### config.mk
export PLATFORM = sky130hd
export DESIGN_NAME = vbiwc_bank
export DESIGN_NICKNAME = d
export VERILOG_FILES = /design/src/hw/vbiwc_bank.v
export VERILOG_INCLUDE_DIRS = /design/src /design/src/hw
export SDC_FILE = /design/constraint.sdc
export NUM_CORES = 1
export LEC_CHECK = 0
export ABC_AREA = 1
export BUFFER_PORTS_ARGS = -buffer_cell sky130_fd_sc_hd__buf_2
export CAP_MARGIN = 20
export CORE_MARGIN = 3
export CORE_UTILIZATION = 40
export DETAILED_ROUTE_END_ITERATION = 10
export RECOVER_POWER = 100
export SLEW_MARGIN = 0
export SYNTH_ARGS = -nofsm -noshare
export SYNTH_HDL_FRONTEND = slang
export SYNTH_SLANG_ARGS = --single-unit
### constraint.sdc
create_clock -name CLOCK -period 13.6 [get_ports CLOCK]
set_clock_uncertainty 0.2 [all_clocks]
set_input_delay 2.04 -clock CLOCK [delete_from_list [all_inputs] [get_ports CLOCK]]
set_output_delay 2.04 -clock CLOCK [all_outputs]
set_load 0.02 [all_outputs]
### src/hw/vbiwc_defines.vh
// Register map, field positions and reset values of the line window and control word bank
`ifndef VBIWC_DEFINES_VH
`define VBIWC_DEFINES_VH

// ----------------------------------------------------------------------------
// Register indices (byte address is four times the index)
// ----------------------------------------------------------------------------
`define VBIWC_IDX_EVEN_FIRST 12'h134
`define VBIWC_IDX_EVEN_LAST 12'h135
`define VBIWC_IDX_ODD_FIRST 12'h136
`define VBIWC_IDX_ODD_LAST 12'h137
`define VBIWC_IDX_WIN_CTRL 12'h138
`define VBIWC_IDX_SLICER 12'h139
`define VBIWC_IDX_CTRL 12'h140
`define VBIWC_IDX_STATUS 12'h141
`define VBIWC_IDX_DECIM 12'h142
`define VBIWC_IDX_LINE 12'h143
`define VBIWC_IDX_REFLEN 12'h144

// ----------------------------------------------------------------------------
// Reset values
// ----------------------------------------------------------------------------
`define VBIWC_RST_EVEN_FIRST 12'h110
`define VBIWC_RST_EVEN_LAST 12'h11B
`define VBIWC_RST_ODD_FIRST 12'h00A
`define VBIWC_RST_ODD_LAST 12'h015
`define VBIWC_RST_ZERO 12'h000
`define VBIWC_SLICER_DEFAULT 12'h040
`define VBIWC_RST_REFLEN 12'h120

// ----------------------------------------------------------------------------
// Control word fields
// ----------------------------------------------------------------------------
`define VBIWC_CW_SYNC 1:0
`define VBIWC_CW_REFMODE 2
`define VBIWC_CW_WIN1 5
`define VBIWC_CW_WIN2 6
`define VBIWC_CW_DECIM 10
`define VBIWC_CW_TIMING 11
`define VBIWC_CW_KEEP 12'h007

// Sync timing modes
`define VBIWC_SYNC_TRACK 2'h0
`define VBIWC_SYNC_CORRECT 2'h1
`define VBIWC_SYNC_FREE 2'h2

// AHB-Lite encodings
`define VBIWC_HTRANS_NONSEQ 2'h2
`define VBIWC_HSIZE_WORD 3'h2
`define VBIWC_ADDR_IDX 13:2

`endif

### src/hw/vbiwc_bank.v
// Line window, slicer size and control word register bank behind an AHB-Lite slave
// ----------------------------------------------------------------------------
// Function
// - Even window start from even start register
// - Even line numbers count across whole frame
// - Even window end from even end register
// - Odd window start from odd start register
// - Odd window end from odd end register
// - Slicer size zero means sixty-four
// - Control bits 1:0 select sync mode
// - Corrected tracking fixes out-of-tolerance timing
// - Scan mode syncs run free
// - Bit 2 selects reference length mode
// - Bits 5/6 commit windows, self-clearing
// - Bit 10 commits decimation count, self-clearing
// - Bit 11 commits sync mode, self-clearing
// ----------------------------------------------------------------------------
`timescale 1ns/10ps
`default_nettype none
`include "vbiwc_defines.vh"

module vbiwc_bank (
  input wire CLOCK,
  input wire RST,
  input wire HSEL,
  input wire [31:0] HADDR,
  input wire [1:0] HTRANS,
  input wire HWRITE,
  input wire [2:0] HSIZE,
  input wire [31:0] HWDATA,
  input wire HREADY,
  output reg [31:0] HRDATA,
  output reg HREADYOUT,
  output reg HRESP,
  input wire [11:0] LINE_NUM,
  input wire FIELD_ODD,
  input wire LINE_STROBE,
  input wire SYNC_IN_OK,
  output reg IN_WINDOW,
  output reg ACTIVE_VIDEO_REF,
  output reg [1:0] SYNC_MODE,
  output reg SYNC_FREE_RUN,
  output reg SYNC_CORRECT,
  output reg [11:0] SLICER_SIZE,
  output reg [11:0] DECIM_FRAMES,
  output reg COMMIT_WINDOW_ONE,
  output reg COMMIT_WINDOW_TWO
);

  // --------------------------------------------------------------------------
  // Bus address phase capture
  // --------------------------------------------------------------------------
  reg wr_pend_r;
  reg rd_pend_r;
  reg [11:0] idx_r;
  // HSIZE is ignored: every register is one whole word, so a narrow
  // access is handled as a word access
  wire take = HSEL && HREADY && (HTRANS == `VBIWC_HTRANS_NONSEQ);

  always @(posedge CLOCK or posedge RST) begin
    if (RST) begin
      wr_pend_r <= 1'b0;
      rd_pend_r <= 1'b0;
      idx_r <= `VBIWC_RST_ZERO;
    end else begin
      wr_pend_r <= take && HWRITE;
      rd_pend_r <= take && !HWRITE;
      // Only the word index is decoded, so higher address bits alias
      if (take) begin
        idx_r <= HADDR[`VBIWC_ADDR_IDX];
      end
    end
  end

  // Write decode for the data phase: the index came with the address phase
  // and HWDATA stands now
  wire [11:0] wd = HWDATA[11:0];
  wire wr_ef = wr_pend_r && (idx_r == `VBIWC_IDX_EVEN_FIRST);
  wire wr_el = wr_pend_r && (idx_r == `VBIWC_IDX_EVEN_LAST);
  wire wr_of = wr_pend_r && (idx_r == `VBIWC_IDX_ODD_FIRST);
  wire wr_ol = wr_pend_r && (idx_r == `VBIWC_IDX_ODD_LAST);
  wire wr_wc = wr_pend_r && (idx_r == `VBIWC_IDX_WIN_CTRL);
  wire wr_sl = wr_pend_r && (idx_r == `VBIWC_IDX_SLICER);
  wire wr_cw = wr_pend_r && (idx_r == `VBIWC_IDX_CTRL);
  wire wr_dc = wr_pend_r && (idx_r == `VBIWC_IDX_DECIM);
  wire wr_rl = wr_pend_r && (idx_r == `VBIWC_IDX_REFLEN);

  // --------------------------------------------------------------------------
  // Pin synchronisers for the video timing inputs
  // --------------------------------------------------------------------------
  // Each pin passes two flops; the strobe edge is taken from the second
  // stage only, so a metastable first stage never makes a false line
  reg [11:0] line_s1_r;
  reg [11:0] line_s2_r;
  reg [2:0] pin_s1_r;
  reg [2:0] pin_s2_r;
  reg strobe_d_r;

  always @(posedge CLOCK or posedge RST) begin
    if (RST) begin
      line_s1_r <= `VBIWC_RST_ZERO;
      line_s2_r <= `VBIWC_RST_ZERO;
      pin_s1_r <= 3'h0;
      pin_s2_r <= 3'h0;
      strobe_d_r <= 1'b0;
    end else begin
      line_s1_r <= LINE_NUM;
      line_s2_r <= line_s1_r;
      pin_s1_r <= {SYNC_IN_OK, LINE_STROBE, FIELD_ODD};
      pin_s2_r <= pin_s1_r;
      strobe_d_r <= pin_s2_r[1];
    end
  end

  wire field_odd = pin_s2_r[0];
  wire line_tick = pin_s2_r[1] && !strobe_d_r;
  wire sync_ok = pin_s2_r[2];

  // --------------------------------------------------------------------------
  // Line capture
  // --------------------------------------------------------------------------
  // The line number is a multi-bit word from another domain and its bits may
  // settle at different edges. It is taken a full cycle after the synced
  // strobe edge, so LINE_NUM may still settle up to a cycle after the strobe rises.
  // Between strobes the window logic sees one steady, coherent word.
  reg tick_d_r;
  reg field_r;
  reg [11:0] line_r;

  always @(posedge CLOCK or posedge RST) begin
    if (RST) begin
      tick_d_r <= 1'b0;
      field_r <= 1'b0;
      line_r <= `VBIWC_RST_ZERO;
    end else begin
      tick_d_r <= line_tick;
      if (tick_d_r) begin
        field_r <= field_odd;
        line_r <= line_s2_r;
      end
    end
  end

  // --------------------------------------------------------------------------
  // Software-written registers
  // --------------------------------------------------------------------------
  reg [11:0] even_first_r;
  reg [11:0] even_last_r;
  reg [11:0] odd_first_r;
  reg [11:0] odd_last_r;
  reg [11:0] win_ctrl_r;
  reg [11:0] slicer_r;
  reg [11:0] ctrl_r;
  reg [11:0] decim_stage_r;
  reg [11:0] ref_len_r;

  always @(posedge CLOCK or posedge RST) begin
    if (RST) begin
      even_first_r <= `VBIWC_RST_EVEN_FIRST;
      even_last_r <= `VBIWC_RST_EVEN_LAST;
      odd_first_r <= `VBIWC_RST_ODD_FIRST;
      odd_last_r <= `VBIWC_RST_ODD_LAST;
      win_ctrl_r <= `VBIWC_RST_ZERO;
      slicer_r <= `VBIWC_RST_ZERO;
      ctrl_r <= `VBIWC_RST_ZERO;
      decim_stage_r <= `VBIWC_RST_ZERO;
      ref_len_r <= `VBIWC_RST_REFLEN;
    end else begin
      if (wr_ef) even_first_r <= wd;
      if (wr_el) even_last_r <= wd;
      if (wr_of) odd_first_r <= wd;
      if (wr_ol) odd_last_r <= wd;
      if (wr_wc) win_ctrl_r <= wd;
      if (wr_sl) slicer_r <= wd;
      if (wr_dc) decim_stage_r <= wd;
      if (wr_rl) ref_len_r <= wd;
      // Strobe bits are never stored, so they always read back zero
      if (wr_cw) begin
        ctrl_r <= wd & `VBIWC_CW_KEEP;
      end
    end
  end

  // --------------------------------------------------------------------------
  // Committed settings and strobes
  // --------------------------------------------------------------------------
  // Window limits in use; the committed copies change only on a commit strobe
  // so a half-written window never reaches the slicer.
  reg [11:0] act_ef_r;
  reg [11:0] act_el_r;
  reg [11:0] act_of_r;
  reg [11:0] act_ol_r;

  always @(posedge CLOCK or posedge RST) begin
    if (RST) begin
      act_ef_r <= `VBIWC_RST_EVEN_FIRST;
      act_el_r <= `VBIWC_RST_EVEN_LAST;
      act_of_r <= `VBIWC_RST_ODD_FIRST;
      act_ol_r <= `VBIWC_RST_ODD_LAST;
      COMMIT_WINDOW_ONE <= 1'b0;
      COMMIT_WINDOW_TWO <= 1'b0;
      DECIM_FRAMES <= `VBIWC_RST_ZERO;
      SYNC_MODE <= `VBIWC_SYNC_TRACK;
      SLICER_SIZE <= `VBIWC_SLICER_DEFAULT;
    end else begin
      // A write with both bits set copies the limits once and pulses both
      COMMIT_WINDOW_ONE <= wr_cw && wd[`VBIWC_CW_WIN1];
      COMMIT_WINDOW_TWO <= wr_cw && wd[`VBIWC_CW_WIN2];
      if (wr_cw && (wd[`VBIWC_CW_WIN1] || wd[`VBIWC_CW_WIN2])) begin
        act_ef_r <= even_first_r;
        act_el_r <= even_last_r;
        act_of_r <= odd_first_r;
        act_ol_r <= odd_last_r;
      end
      // The staged count reaches the decimation logic only on its latch
      if (wr_cw && wd[`VBIWC_CW_DECIM]) DECIM_FRAMES <= decim_stage_r;
      if (wr_cw && wd[`VBIWC_CW_TIMING]) SYNC_MODE <= wd[`VBIWC_CW_SYNC];
      // Zero stands for the default size
      SLICER_SIZE <= (slicer_r == `VBIWC_RST_ZERO) ? `VBIWC_SLICER_DEFAULT : slicer_r;
    end
  end

  // --------------------------------------------------------------------------
  // Sync behaviour, window and reference
  // --------------------------------------------------------------------------
  // Line numbers arrive frame-relative in both fields, so the even limits
  // compare directly against the frame line count.
  wire [11:0] w_first = field_r ? act_of_r : act_ef_r;
  wire [11:0] w_last = field_r ? act_ol_r : act_el_r;
  wire in_win = (line_r >= w_first) && (line_r <= w_last);
  // Window start for the line being captured, so the count loads with it
  wire [11:0] start_now = field_odd ? act_of_r : act_ef_r;
  reg [11:0] ref_cnt_r;

  always @(posedge CLOCK or posedge RST) begin
    if (RST) begin
      IN_WINDOW <= 1'b0;
      ACTIVE_VIDEO_REF <= 1'b0;
      ref_cnt_r <= `VBIWC_RST_ZERO;
      SYNC_FREE_RUN <= 1'b0;
      SYNC_CORRECT <= 1'b0;
    end else begin
      IN_WINDOW <= in_win;
      SYNC_FREE_RUN <= (SYNC_MODE == `VBIWC_SYNC_FREE);
      // Correction is flagged only while the synced input is out of tolerance
      SYNC_CORRECT <= (SYNC_MODE == `VBIWC_SYNC_CORRECT) && !sync_ok;
      if (ctrl_r[`VBIWC_CW_REFMODE]) begin
        // Programmed length counts lines from the window start of each field; it may
        // run past the window end, so the reference can cover lines after the window
        if (tick_d_r) begin
          if (line_s2_r == start_now) begin
            ref_cnt_r <= ref_len_r;
          end else if (ref_cnt_r != `VBIWC_RST_ZERO) begin
            ref_cnt_r <= ref_cnt_r - 12'h001;
          end
        end
        ACTIVE_VIDEO_REF <= (ref_cnt_r != `VBIWC_RST_ZERO);
      end else begin
        ACTIVE_VIDEO_REF <= in_win;
      end
    end
  end

  // --------------------------------------------------------------------------
  // Bus answer: one wait state on reads, always OKAY
  // --------------------------------------------------------------------------
  // Window and slicer registers are write-only and read back zero
  reg [11:0] rd_nxt;

  always @* begin
    case (idx_r)
      `VBIWC_IDX_CTRL: rd_nxt = ctrl_r;
      `VBIWC_IDX_STATUS: rd_nxt = {8'h00, ctrl_r[`VBIWC_CW_REFMODE], SYNC_FREE_RUN, SYNC_MODE};
      `VBIWC_IDX_DECIM: rd_nxt = DECIM_FRAMES;
      `VBIWC_IDX_LINE: rd_nxt = {IN_WINDOW, field_r, 10'h000} | (line_r & 12'h3FF);
      `VBIWC_IDX_REFLEN: rd_nxt = ref_len_r;
      default: rd_nxt = `VBIWC_RST_ZERO;
    endcase
  end

  always @(posedge CLOCK or posedge RST) begin
    if (RST) begin
      HRDATA <= 32'h00000000;
      HREADYOUT <= 1'b1;
      HRESP <= 1'b0;
    end else begin
      HRESP <= 1'b0;
      // Read data is registered a cycle after the address phase, so a write
      // in the preceding data phase is already stored; the cost is one wait
      // state on every read. HRDATA then stands through the final data edge.
      HREADYOUT <= !(take && !HWRITE);
      if (rd_pend_r) begin
        HRDATA <= {20'h00000, rd_nxt};
      end
    end
  end

endmodule // vbiwc_bank

`default_nettype wire

Yosys cells after proc, flatten, opt, wreduce, memory -nomap -nowiden --
Index checks and enable logic that the tools add are counted.
Storage, ports and cells: register bits after elaboration 251, bits in latches 0, memory bits (writable) 0, bits in read-only memories 0, input port bits 89, output and inout port bits 66, word-level logic and storage cells 90, memories kept 0
Cells by class: add/subtract/negate cells 1, $mul 0, div/mod/pow operators 0, magnitude comparators 2, eq/ne operators 14, shifts and indexed selects 0, mux-type cells 8, bitwise operators 1, reduce and logical (&&, ||, !) cells 29
Operators with widths (number):
- 12-bit by 9-bit == test with 1-bit output, second input constant | 10
- 12-bit 2-to-1 mux | 6
- 12-bit one-hot mux with 5 select lines | 1
- 1-bit logical AND | 20
- 12-bit == test | 1
- 12-bit >= comparator | 1
- 12-bit less-or-equal comparator | 1
- 12-bit zero test | 1
- 12-bit by 10-bit OR with 12-bit output | 1
- 12-bit nonzero test | 1
- 12-bit by 1-bit subtractor with 12-bit output, second input constant | 1
- 2-bit == test, second input constant | 2
- 1-bit zero test | 4
- 3-bit AND reduction | 1
- 2-bit by 1-bit == test with 1-bit output, second input constant | 1
- 2-bit nonzero test | 1
- 1-bit logical OR | 1
- 1-bit 2-to-1 mux | 1

Depth between registers and ports, before layout --
depth in word-level cells 4, mapped depth 16, depth with buffers taken out 13

Least setup slack after synthesis --
No wires, ideal clock.
path kind input to register, start in HREADY, end reg idx_r[1], setup time 0.133 ns, arrival time 2.846 ns, data required time 13.267 ns, slack 10.421 ns, stages 6, buffers on the path 2, path through inv_1 -> nor2_1 -> and3_1 -> clkbuf_1 -> clkbuf_1 -> o21ai_0
Between the ends: cells in the longest elaborated chain, start to end 2
Ends and longest elaborated chain:
- start, declared | RTL line vbiwc_bank.v:31 | input wire HREADY,
- 1-bit logical AND (2 in series) | RTL line vbiwc_bank.v:58 | wire take = HSEL && HREADY && (HTRANS == `VBIWC_HTRANS_NONSEQ);
- end signal, assigned | RTL line vbiwc_bank.v:64 | idx_r <= `VBIWC_RST_ZERO;
- end signal, assigned | RTL line vbiwc_bank.v:70 | idx_r <= HADDR[`VBIWC_ADDR_IDX];
- end, declared | RTL line vbiwc_bank.v:55 | reg [11:0] idx_r;
Every way passes these cells. A chain may end at the register's enable or synchronous reset.

==> flow_metrics.env <==
export IMPL_die_y_um=174
export IMPL_setup_viol=0
export IMPL_n_fill_cell=2761
export IMPL_grt_pass1_vias=8080
export IMPL_gr_usage_all_layers=0.184
export IMPL_required_ns=13.93
export IMPL_netlist_instances=1287
export IMPL_slew_limit_headroom=-2.16
export IMPL_drv_slew=235
export IMPL_clk_pin_slew_ns=0.06
export IMPL_yosysWarningCount=0
export IMPL_fp_coreArea_mm2=0.0273
export IMPL_die_x_um=174
export IMPL_start_util=0.413
export IMPL_ir_drop_mv=0.0736
export IMPL_post_synth_num_cell_types=41
export IMPL_cts_root_buf="clkbuf_16"
export IMPL_crit_type="input port to async pin"
export IMPL_worst_slew_pin_slew_ns=4.72
export IMPL_power_total_mw=1.78
export IMPL_r2r_start="idx_r[8]"
export IMPL_rsz0062_at_grt="no"
export IMPL_clkPwrFrac=0.422
export IMPL_power_share_sequential=0.461
export IMPL_yosysTopAreaCellShare=0.494
export IMPL_dpl_hpwl_um=18600
export IMPL_post_route_period_util=0.411
export IMPL_antenna_found_initial=0
export IMPL_syn_avg_cell_area_um2=8.77
export IMPL_min_delay_start="pin_s1_r[2]"
export IMPL_internal_power_mw=1.32
export IMPL_postCtsHoldBufs=0
export IMPL_yosys_area_top_type="dfrtp_1"
export IMPL_rows=60
export IMPL_drt_initial_drc_count=710
export IMPL_drive_gt1_frac=0.105
export IMPL_ios=155
export IMPL_pwr_share_comb=0.118
export IMPL_multi_input_area_mm2=0.00398
export IMPL_port_buffers=90
export IMPL_violations="max-capacitance violations, max-slew violations"
export IMPL_route_antenna_remaining_nets=0
export IMPL_layout_commonest_cell="nand2_1"
export IMPL_power_density_mw_per_mm2=141
export IMPL_routedWlPerCell_um=15.9
export IMPL_insertion_delay_ns=0.53
export IMPL_synthTopCellsByArea="dfrtp_1, nand2_1, dfstp_2"
export IMPL_cts_htree_levels=1
export IMPL_setup_worst_path_start="RST"
export IMPL_cts_tree="done"
export IMPL_place_gp_congestion=0.846
export IMPL_clock_fmax_mhz=179
export IMPL_ctsResizeCount=0
export IMPL_nets=1469
export IMPL_dieArea_mm2=0.0303
export IMPL_areaGrowthSynthToFinish_pct=12.3
export IMPL_netlist_area_mm2=0.0113
export IMPL_min_path_type="register to register"
export IMPL_clockBufferDepth=3
export IMPL_cts_sinks=251
export IMPL_leakage_nw=6.65
export IMPL_critPathLaunchType="input port"
export IMPL_cp_end_kind="async pin"
export IMPL_grt_pass1_wl_um=44900
export IMPL_cts_setup_buffers=0
export IMPL_seq_area_frac_synth=0.559
export IMPL_cap_viol_max_count=3
export IMPL_tns_ns=0
export IMPL_grt_max_degree=108
export IMPL_dp_cells=1696
export IMPL_crit_arrival_ns=5.91
export IMPL_num_antenna_cells=0
export IMPL_layout_common_cells="nand2_1, dfrtp_1, o21ai_0, inv_1, clkbuf_1"
export IMPL_vias_per_cell=4.82
export IMPL_drc_errors=0
export IMPL_stdcell_count=1747
export IMPL_drt_pass1_iter_count=5
export IMPL_cp_max_fo=107
export IMPL_cts_buffers=27
export IMPL_grt_overflow_total=0
export IMPL_period_needed_ns=5.58
export IMPL_ys_seq_elements=251
export IMPL_routed_wl_um=27700
export IMPL_hold_viol_final=0
export IMPL_status="complete, but fails checks"
export IMPL_seqCellArea_mm2=0.00632
export IMPL_power_share_switching=0.262
export IMPL_dr_total_vias=8423
export IMPL_switching_power_mw=0.468
routing by layer:
layer  vias up  share of wire  wire, µm  global-route usage
li1       4157              -         -                   -
met5         -              0         0                   0
met2       221           0.45     12600               0.292
met1      4008           0.47     13100               0.272
met3        37          0.056      1540              0.0221
met4         0          0.019       527              0.0416
path summary, 6_finish.rpt:
check,to,slack (ns),cells past startpoint
worst max register to register,act_ol_r[8],9.08,9
worst min register to register,pin_s2_r[2],0.15,0
worst max-delay path,DECIM_FRAMES[3],8.02,3
worst min-delay path,pin_s2_r[2],0.15,0
max in group CLOCK,act_ol_r[8],8.48,4
min in group asynchronous,SLICER_SIZE[2],2.73,2
cells in the mapped netlist, drive strengths merged:
cell and n:
a21o 1, a21oi 16, a31o 1, and3 1, buf 41, clkbuf 36, clkinv 1, conb 1
dfrtp 223, dfstp 28, ha 25, inv 149, mux2 1, mux2i 18, nand2 416, nand3 58
nand3b 1, nand4 9, nor2 52, nor3 10, nor4 4, o21ai 182, o22ai 5, xor2 8
power by group through the flow:
| stage | logic [mW] | clock network [mW] | registers, mW |
|---|---|---|---|
| 3_5_place_dp | 0.214 | 0 | 0.834 |
| 6_report | 0.210 | 0.752 | 0.821 |
| 2_1_floorplan | 0.168 | 0 | 0.826 |
| 4_1_cts | 0.215 | 0.768 | 0.822 |
| 3_3_place_gp | 0.210 | 0 | 0.834 |
| 5_1_grt | 0.246 | 0.802 | 0.825 |
metrics by stage:
stage / setup slack, ns / instance area [µm²] / utilization / hold WS [ns]
after floorplan: 4.51 / 11400 / - / 0.131
after global placement: 9.68 / 11900 / 0.434 / 0.133
after detailed placement: 9.68 / 11900 / 0.434 / 0.135
after CTS: 10.14 / 12800 / 0.467 / 0.148
after global routing: 7.24 / 12700 / 0.464 / 0.157
final: 8.02 / 12700 / 0.464 / 0.147
logic make-up after synthesis:
logic type | count (synthesis) | synth area share
simple gates | 551 | 0.204
flops | 251 | 0.559
buf+inv | 227 | 0.0918
compound gates | 205 | 0.0933
fa+ha+maj | 25 | 0.0277
mux | 19 | 0.0170
xor+xnor | 8 | 0.00620
other cells | 1 | 0.000332
worst max-delay path, cell delays in order:
cell	delay (ns)
clkbuf_1	0.08
clkinvlp_2	2.62
buf_4	1.04
cell type report:
type / instances / share of cell area
flip-flops and latches: 251 / 0.498
multi-input cells: 829 / 0.314
clock buffers: 40 / 0.0626
inverters: 150 / 0.0446
well taps: 372 / 0.0367
repair buffers: 96 / 0.0347
clock inverters: 9 / 0.00947
(Power assumes the default switching activity.)
